<file path="src/rtl/dnp_defs.svh">
`ifndef DNP_DEFS_SVH
`define DNP_DEFS_SVH

// pulse timing
`define DNP_CLK_HZ 125000000
`define DNP_PULSE_MS 30
`define DNP_PULSE_CYC ((`DNP_CLK_HZ / 1000) * `DNP_PULSE_MS)

// event log source codes
`define DNP_SRC_W 2
`define DNP_SRC_NONE 2'h0
`define DNP_SRC_PANEL 2'h1

`endif

</file>
<file path="src/rtl/dnp_pkg.sv">
package dnp_pkg;
    typedef enum logic [1:0] {
        DNP_IDLE = 2'b00,
        DNP_PULSE = 2'b01,
        DNP_LOCKED = 2'b11
    } dnp_state_t;
endpackage

</file>
<file path="src/rtl/dnp_sync.sv">
module dnp_sync #(
    parameter int WIDTH = 2
) (
    input wire logic core_clk,
    input wire logic nrst,
    input wire logic [WIDTH-1:0] asyncIn,
    output logic [WIDTH-1:0] syncOut
);
    logic [WIDTH-1:0] meta_r;

    // refused at elaboration: an empty synchroniser would leave its output undriven
    if (WIDTH < 1) begin : g_width_check
        $error("dnp_sync: WIDTH must be at least 1");
    end

    // first stage feeds only the second stage
    always_ff @(posedge core_clk or negedge nrst) begin
        if (!nrst) begin
            meta_r <= '0;
            syncOut <= '0;
        end else begin
            meta_r <= asyncIn;
            syncOut <= meta_r;
        end
    end
endmodule

</file>
<file path="src/rtl/dnp_nmi_gen.sv">
// Overview of operation
// - each interrupt pulse to the host stays high at least 30 ms
// - after one pulse, no further pulses until system reset or power-down
// - chassis command triggers a pulse and logs no event
// - front panel button press triggers a pulse unless locked out
// - watchdog pre-timeout triggers a pulse only when its action selects the interrupt
// - only the button trigger records a front panel sensor event
`include "dnp_defs.svh"

module dnp_nmi_gen #(
    parameter int PULSE_CYC = `DNP_PULSE_CYC
) (
    input wire logic core_clk,
    input wire logic nrst,
    input wire logic chassisPulseReq,
    input wire logic panelButton,
    input wire logic wdtPreTimeout,
    input wire logic wdtActionNmi,
    input wire logic sysReset,
    input wire logic powerDown,
    output logic hostNmi,
    output logic nmiLocked,
    output logic panelEventValid,
    output logic [`DNP_SRC_W-1:0] panelEventSrc
);
    import dnp_pkg::*;

    localparam int CNT_W = $clog2(PULSE_CYC + 1);

    // the counter is loaded with PULSE_CYC - 1, so a zero width cannot be served
    if (PULSE_CYC < 1) begin : g_cyc_check
        $error("dnp_nmi_gen: PULSE_CYC must be at least 1");
    end

    logic [1:0] pinSync;
    logic panelLvl;
    logic resetLvl;
    logic panelPrev_r;
    logic panelPress;
    logic trigAny;
    logic clearLock;
    logic [CNT_W-1:0] cnt_r;
    dnp_state_t state_r;

    // button and system reset come from pins
    dnp_sync #(
        .WIDTH(2)
    ) u_sync (
        .core_clk(core_clk),
        .nrst(nrst),
        .asyncIn({panelButton, sysReset}),
        .syncOut(pinSync)
    );

    assign panelLvl = pinSync[1];
    assign resetLvl = pinSync[0];
    assign clearLock = resetLvl | powerDown;

    always_ff @(posedge core_clk or negedge nrst) begin
        if (!nrst) begin
            panelPrev_r <= 1'b0;
        end else begin
            panelPrev_r <= panelLvl;
        end
    end

    assign panelPress = panelLvl & ~panelPrev_r;
    // watchdog only counts when its action picks the interrupt
    assign trigAny = chassisPulseReq | panelPress | (wdtPreTimeout & wdtActionNmi);

    always_ff @(posedge core_clk or negedge nrst) begin
        if (!nrst) begin
            state_r <= DNP_IDLE;
            cnt_r <= '0;
        end else begin
            case (state_r)
                DNP_IDLE: begin
                    if (!clearLock && trigAny) begin
                        state_r <= DNP_PULSE;
                        cnt_r <= CNT_W'(PULSE_CYC - 1);
                    end
                end
                DNP_PULSE: begin
                    // the pulse runs to full width even if a reset arrives mid-pulse
                    if (cnt_r == '0) begin
                        state_r <= DNP_LOCKED;
                    end else begin
                        cnt_r <= cnt_r - 1'b1;
                    end
                end
                DNP_LOCKED: begin
                    if (clearLock) begin
                        state_r <= DNP_IDLE;
                    end
                end
                default: begin
                    state_r <= DNP_IDLE;
                end
            endcase
        end
    end

    always_ff @(posedge core_clk or negedge nrst) begin
        if (!nrst) begin
            hostNmi <= 1'b0;
            nmiLocked <= 1'b0;
        end else begin
            hostNmi <= (state_r == DNP_PULSE);
            nmiLocked <= (state_r != DNP_IDLE);
        end
    end

    // event only when the button itself started the pulse
    always_ff @(posedge core_clk or negedge nrst) begin
        if (!nrst) begin
            panelEventValid <= 1'b0;
            panelEventSrc <= `DNP_SRC_NONE;
        end else begin
            panelEventValid <= (state_r == DNP_IDLE) && !clearLock && panelPress;
            panelEventSrc <= ((state_r == DNP_IDLE) && !clearLock && panelPress) ? `DNP_SRC_PANEL : `DNP_SRC_NONE;
        end
    end

    // helper: cycles hostNmi has been high
    logic [CNT_W:0] hiCnt_r;
    always_ff @(posedge core_clk or negedge nrst) begin
        if (!nrst) begin
            hiCnt_r <= '0;
        end else if (hostNmi) begin
            hiCnt_r <= hiCnt_r + 1'b1;
        end else begin
            hiCnt_r <= '0;
        end
    end
endmodule

</file>
<file path="config.mk">
export PLATFORM = sky130hd
export DESIGN_NAME = dnp_nmi_gen
export DESIGN_NICKNAME = d
export VERILOG_FILES = /design/src/rtl/dnp_pkg.sv /design/src/rtl/dnp_sync.sv /design/src/rtl/dnp_nmi_gen.sv
export VERILOG_INCLUDE_DIRS = /design/src /design/src/rtl
export SDC_FILE = /design/constraint.sdc
export NUM_CORES = 1
export LEC_CHECK = 0
export ABC_AREA = 1
export BUFFER_PORTS_ARGS = -buffer_cell sky130_fd_sc_hd__buf_2
export CORE_MARGIN = 2
export CORE_UTILIZATION = 50
export DETAILED_ROUTE_END_ITERATION = 10
export GPL_TIMING_DRIVEN = 0
export PLACE_DENSITY = 0.68
export SLEW_MARGIN = 15
export SYNTH_ARGS = -nofsm -noshare
export SYNTH_HDL_FRONTEND = slang
export SYNTH_SLANG_ARGS = --single-unit
export TNS_END_PERCENT = 1
</file>
<file path="constraint.sdc">
create_clock -name core_clk -period 2.1 [get_ports core_clk]
set_clock_uncertainty 0.05 [all_clocks]
set_input_delay 0.42 -clock core_clk [delete_from_list [all_inputs] [get_ports core_clk]]
set_output_delay 0.42 -clock core_clk [all_outputs]
set_load 0.02 [all_outputs]
</file>
==> metrics.yaml, run 1 <==
sta:
  slew_headroom_pct: 51.87
  holdWs_ps: 136.4
  final.min_clock_period_ps: 1876
  worst_slack_ps: 223.9
  min_period_over_period_pct: 89.34
  drv_slew: 0
  hold_viol: 0
  setup_viol: 0
  fmax_ghz: 0.5330
  final.setup.tns_ps: 0
  tightest_slew_ps: 722.0
  rsz0062_at_grt: "false"
pwr:
  p_leak_nw: 1.045
  p_seq_share_pct: 42.4
  p_sw_uw: 965.8
  swShare_pct: 39.63
  clkPwrFrac_pct: 23.9
  p_comb_share_pct: 33.7
  vdd_drop_max_mv: 0.4570
  p_per_area_nw_per_um2: 1138
  power.internal_mw: 1.471
  power_mw: 2.437
setup_path:
  slowest_stage: "dfrtp_1"
  crit_fanout: 10
  slowest_delay_ps: 380
  critPathCaptureType: "flop"
  critPathMostFrequentCell: "nand2_4"
  cp.required_ps: 2220
  path_cells: "inv_1, ha_4, nand2_2, nor2_4, nand3_4, nand2_4, nand2_4, buf_6, o21ai_0, nand2_1"
  start_kind: "flop"
  crit_arrival_ps: 2000
  crit_type: "flop to flop"
floorplanning:
  ios: 13
  start_util_pct: 52.05
  fp.dieW_um: 65.74
  rows: 22
  core-area_sq_um: 3661
  fp.dieArea_sq_um: 4321
  die_h_um: 65.74
route:
  ant_nets: 0
  drtPass1Iterations: 4
  routed_wirelength_mm: 4.048
  wl_met1_mm: 1.950
  dr_total_vias: 1597
  vias_per_cell: 5.022
  met3_length_um: 209
  drc_errors: 0
  wl_per_cell_um: 12.73
  dr.first_iter.drc_count: 142
  wl_met2_mm: 1.821
  dr.max_layer_used: "met4"
clock_tree:
  htree_levels: 2
  cts_root_buf: "clkbuf_8"
  cts_max_path_buffers: 2
  numCtsBuffers: 5
  clk_latency_ps: 290
  cts_hold_buf: 0
  clk_pin_slew_ps: 70
  cts_sinks: 32
  cts_setup_buffers: 0
  cts_tree: "built"
finish:
  mostFrequentLayoutCell: "nand2_1"
  post-route-util_pct: 58.48
  drive_above_1_share_pct: 19.26
  final_area_sq_um: 2141
  syn2layout_area_growth_pct: 12.34
  nNetsFinal: 278
  antenna_cells: 0
  final_cell_mix: "69 x nand2_1, 36 x nor2_1, 32 x dfrtp_1"
  final_cells: 318
  nFillCells: 333
yosys:
  syn_area_sq_um: 1906
  syn_nets: 260
  syn_inst: 251
  ys_types: 27
  avgSynthCellArea_sq_um: 7.592
  yosysWarnings: 0
  synth_seq_cells: 32
  seq_area_frac_synth_pct: 42.02
global_routing:
  grt_pass1_vias: 1469
  grt_pass1_wl_mm: 6.948
  grt_use_total_pct: 21.79
  grt_overflow: 0
  grt_max_degree: 33
  antenna_found_initial: 0
hold_path:
  min_path_type: "input port to async pin"
placement:
  portBuffers: 11
  dp_cells: 310
  place_congestion: 0.8638
  pre_cts_ws_ps: 117.5
  dpl-instance-area_sq_um: 2021
  dp.final_hpwl_mm: 2.954
job:
  cap_viol_max_count: 0
run_status:
  status: "completed"
Yosys cell counts:
cell type	number	area share, %
dfrtp_1	32	42
buf_12	1	1.1
a21oi_1	1	0.26
nand2_2	8	2.6
inv_1	23	4.5
or2_2	1	0.33
o21ai_2	6	2.8
nand2_1	69	14
inv_6	1	0.46
nand4_1	7	2.3
xor2_1	6	2.8
nor2_1	36	7.1
nand2_4	2	1.2
buf_6	2	1.2
o21ai_0	4	1.1
nand3b_1	1	0.39
conb_1	1	0.20
nand3_1	30	7.9
o21ai_1	6	1.6
nor2_4	3	1.8
ha_1	1	0.66
nor4_1	1	0.33
buf_8	1	0.79
buf_4	2	0.79
nor2_2	3	0.99
buf_2	2	0.53
nand3_4	1	0.92
cells by family (layout without fill, tap and decap cells):
logic type / count (synthesis) / in the layout / share of synthesized area (%)
simple gates: 162 / 162 / 39.40
flops: 32 / 32 / 42.02
buf+inv: 32 / 51 / 9.323
compound gates: 17 / 17 / 5.647
xor+xnor: 6 / 6 / 2.758
fa+ha+maj: 1 / 1 / 0.6565
other cells: 1 / 1 / 0.1968
per-layer routing:
layer | track usage [%] | vias to the layer above
li1 | - | 832
met1 | 30.43 | 723
met2 | 33.21 | 35
met3 | 4.110 | 7
met4 | 8.594 | 0
met5 | 0 | -
layout make-up:
| class | instances | area, sq um | share of cell area (%) |
|---|---|---|---|
| multi-input cells | 187 | 939.7 | 43.89 |
| flip-flops and latches | 32 | 800.8 | 37.41 |
| inverters | 24 | 95.09 | 4.442 |
| plain buffers | 8 | 82.58 | 3.857 |
| clock buffers | 6 | 72.57 | 3.390 |
| well taps | 48 | 60.06 | 2.805 |
| repair buffers | 11 | 55.05 | 2.572 |
| clock inverters | 2 | 35.03 | 1.636 |
repair_timing:
item                                    in CTS  in global routing
gates resized for setup                      0                  2
hold endpoints to repair                     0                  0
endpoints found under the setup margin       0                 21
registers in the layout, summed over array words and instances, names as in the netlist:
name / flops
panelEventSrc: 1
u_sync.syncOut: 2
panelPrev_r: 1
u_sync.meta_r: 2
hostNmi: 1
nmiLocked: 1
state_r: 2
cnt_r: 22
power by group through the flow:
stage          Combinational, mW  Sequential, mW  Clock, mW
5_1_grt                    0.957            1.06      0.621
3_3_place_gp               0.778            1.03          0
2_1_floorplan              0.666           0.971          0
3_5_place_dp               0.799            1.04          0
4_1_cts                    0.803            1.03      0.591
6_report                   0.822            1.03      0.581
final timing paths:
| path | start | to | slack [ps] | depth (start not counted) |
|---|---|---|---|---|
| setup / recovery | cnt_r[0] | cnt_r[6] | 220 | 10 |
| min in group core_clk | panelButton | u_sync.meta_r[1] | 190 | 1 |
| hold / removal | nrst | panelEventSrc[0] | 140 | 1 |
| max in group asynchronous | nrst | cnt_r[12] | 1400 | 1 |
| hold reg to reg | u_sync.meta_r[0] | u_sync.syncOut[0] | 300 | 0 |
| setup reg to reg | cnt_r[0] | cnt_r[6] | 220 | 10 |
worst max-delay path, delay by kind of cell (launching register included):
kind,cells,cell delay (ps)
compound gates,1,80
buf+inv,2,350
fa+ha+maj,1,220
simple gates,6,690
flops,1,380
Note: power is estimated with default switching activity, not from simulation.
==> run 2: changes to the inputs <==
- CORE_UTILIZATION: 50 -> 60
- CTS_CLUSTER_SIZE: default -> 16
- PLACE_DENSITY: 0.68 -> 0.79
==> run 2 against run 1 <==
Against the previous run: global-route usage increased by 3.2 points; final area decreased by 2.2%; largest power group unchanged; critical endpoint is now cnt_r[5]; clock-buffer cell count did not move; die area is 16% lower; fmax shrank 1.1%; clock power shrank 22%.
==> metrics.yaml, run 2 (synthesized netlist as in run 1, its figures left out) <==
pwr:
  p_seq_share_pct: 44.7  # +2.3 points
  clkPwrFrac_pct: 19.8  # -4.1 points
  p_sw_uw: 938.4  # -2.8%
  swShare_pct: 40.85  # +1.2 points
  power.internal_mw: 1.359  # -7.7%
  vdd_drop_max_mv: 0.7385  # +62%
  p_comb_share_pct: 35.5  # +1.8 points
  p_leak_nw: 1.031  # -1.4%
  p_per_area_nw_per_um2: 1097  # -3.7%
placement:
  pre_cts_ws_ps: 141.4  # +23.95 ps
  dp.final_hpwl_mm: 2.917  # -1.2%
  portBuffers: 11  # unchanged
  place_congestion: 0.9034  # +4.6%
  dp_cells: 306  # -1.3%
global_routing:
  grt_use_total_pct: 24.98  # +3.2 points
  grt_pass1_wl_mm: 6.610  # -4.9%
  antenna_found_initial: 0  # unchanged
  grt_overflow: 0  # unchanged
  grt_pass1_vias: 1503  # +2.3%
  grt_max_degree: 33  # unchanged
finish:
  regMostFlops: "cnt_r"
  largest_reg_flops: 22  # unchanged
  syn2layout_area_growth_pct: 9.915
  nFillCells: 242  # -27%
  mostFrequentLayoutCell: "nand2_1"
  seq_area_sq_um: 800.8  # unchanged
  final_cell_mix: "69 x nand2_1, 36 x nor2_1, 32 x dfrtp_1"
  nNetsFinal: 278  # unchanged
  multi_input_area_sq_um: 929.6  # -1.1%
  antenna_cells: 0  # unchanged
  final_cells: 314  # -1.3%
  drive_above_1_share_pct: 19.26  # unchanged
floorplanning:
  die_h_um: 60.36  # -8.2%
  rows: 20  # -9.1%
  start_util_pct: 62.93  # +11 points
  core-area_sq_um: 3028  # -17%
  ios: 13  # unchanged
  fp.dieArea_sq_um: 3643  # -16%
  fp.dieW_um: 60.36  # -8.2%
setup_path:
  crit_type: "flop to flop"
  start_kind: "flop"
  crit_arrival_ps: 2080  # +80 ps
  path_cells: "inv_1, ha_2, nand2_2, nor2_4, nand3_4, nand2_4, nand2_4, buf_6, o21ai_0, nand2_1"
  critPathBufInv: 2  # unchanged
  critPathCaptureType: "flop"
  path_delay_family: "simple AND/OR/NAND/NOR gates"
  cp.required_ps: 2280  # +60 ps
  slowest_delay_ps: 390  # about the same
  crit_fanout: 10  # unchanged
  slowest_stage: "dfrtp_1"
  critPathMostFrequentCell: "nand2_4"
clock_tree:
  cts_hold_buf: 0  # unchanged
  cts_root_buf: "clkbuf_4"
  cts_tree: "built"
  cts_sinks: 32  # unchanged
  clk_pin_slew_ps: 100  # +30 ps
  numCtsBuffers: 5  # unchanged
  htree_levels: 2  # unchanged
  cts_max_path_buffers: 2  # unchanged
  clk_latency_ps: 340  # +50 ps
sta:
  slew_headroom_pct: 54.78  # +2.9 points
  tightest_slew_ps: 678.3  # -43.71 ps
  rsz0062_at_grt: "false"
  final.setup.tns_ps: 0  # unchanged
  min_period_over_period_pct: 90.33  # +0.99 points
  worst_slack_ps: 203.1  # -20.80 ps
  holdWs_ps: 59.92  # -76.51 ps
  setup_viol: 0  # unchanged
  fmax_ghz: 0.5272  # -1.1%
  drv_slew: 0  # unchanged
  final.min_clock_period_ps: 1897  # +20.80 ps
  hold_viol: 0  # unchanged
route:
  dr.first_iter.drc_count: 93  # -35%
  dr_total_vias: 1624  # +1.7%
  wl_per_cell_um: 12.40  # -2.6%
  drc_errors: 0  # unchanged
  drtPass1Iterations: 4  # unchanged
  routed_wirelength_mm: 3.893  # -3.8%
  vias_per_cell: 5.172  # +3.0%
  ant_nets: 0  # unchanged
hold_path:
  min_path_type: "input port to async pin"
job:
  cap_viol_max_count: 0  # unchanged
run_status:
  status: "completed"
run 2: area by class of cell:
class	instances	area share (%)
Buffer	8	3.943
Clock buffer	6	1.971
Clock inverter	2	1.673
Inverter	24	4.540
Multi-Input combinational cell	187	44.38
Sequential cell	32	38.23
Tap cell	44	2.628
Timing Repair Buffer	11	2.628
run 2: power by group through the flow:
| stage | clock network, mW | registers (mW) | logic (mW) |
|---|---|---|---|
| 3_3_place_gp | 0 | 1.03 | 0.784 |
| 4_1_cts | 0.461 | 1.02 | 0.812 |
| 6_report | 0.456 | 1.03 | 0.815 |
| 5_1_grt | 0.498 | 1.05 | 0.950 |
| 2_1_floorplan | 0 | 0.971 | 0.666 |
| 3_5_place_dp | 0 | 1.03 | 0.806 |
run 2: worst reg2reg max path: cells and delay by family, from the launching register on:
| kind | cells | cell delay [ps] |
|---|---|---|
| adder cells (fa/ha/maj) | 1 | 290 |
| flip-flops | 1 | 390 |
| buffers and inverters | 2 | 310 |
| AND/OR/NAND/NOR | 6 | 680 |
| AO/OA/AOI/OAI | 1 | 70 |
run 2: worst paths after layout:
check                                    end  slack [ps]             start  cells past startpoint
setup / recovery                    cnt_r[5]         200          cnt_r[0]                     10
hold / removal                     cnt_r[17]          60              nrst                      1
setup reg to reg                    cnt_r[5]         200          cnt_r[0]                     10
hold reg to reg            u_sync.syncOut[1]         310  u_sync.meta_r[1]                      0
max in group asynchronous          cnt_r[21]        1500              nrst                      1
min in group core_clk       u_sync.meta_r[0]         130          sysReset                      1
run 2: repair_timing:
action,CTS,global route
gates resized for setup,0,1
buffers inserted,0,0
setup endpoints to repair,0,4
run 2: per-layer routing:
metal	share of wire [%]	GRT usage, %	up-vias	routed length [um]
met4	1.9	9.524	0	74
met1	48	33.93	748	1850
met2	45	36.96	36	1733
met5	0	0	-	0
met3	6.0	8.742	8	234
li1	-	-	832	-
run 2: metrics by stage:
stage	utilization, %	instance area, sq um	power [mW]
global placement	66.57	2016	1.812
finish	69.17	2095	2.297
CTS	69.09	2092	2.290
global route	69.17	2095	2.500
floorplan	-	1906	1.637
detailed placement	66.57	2016	1.833
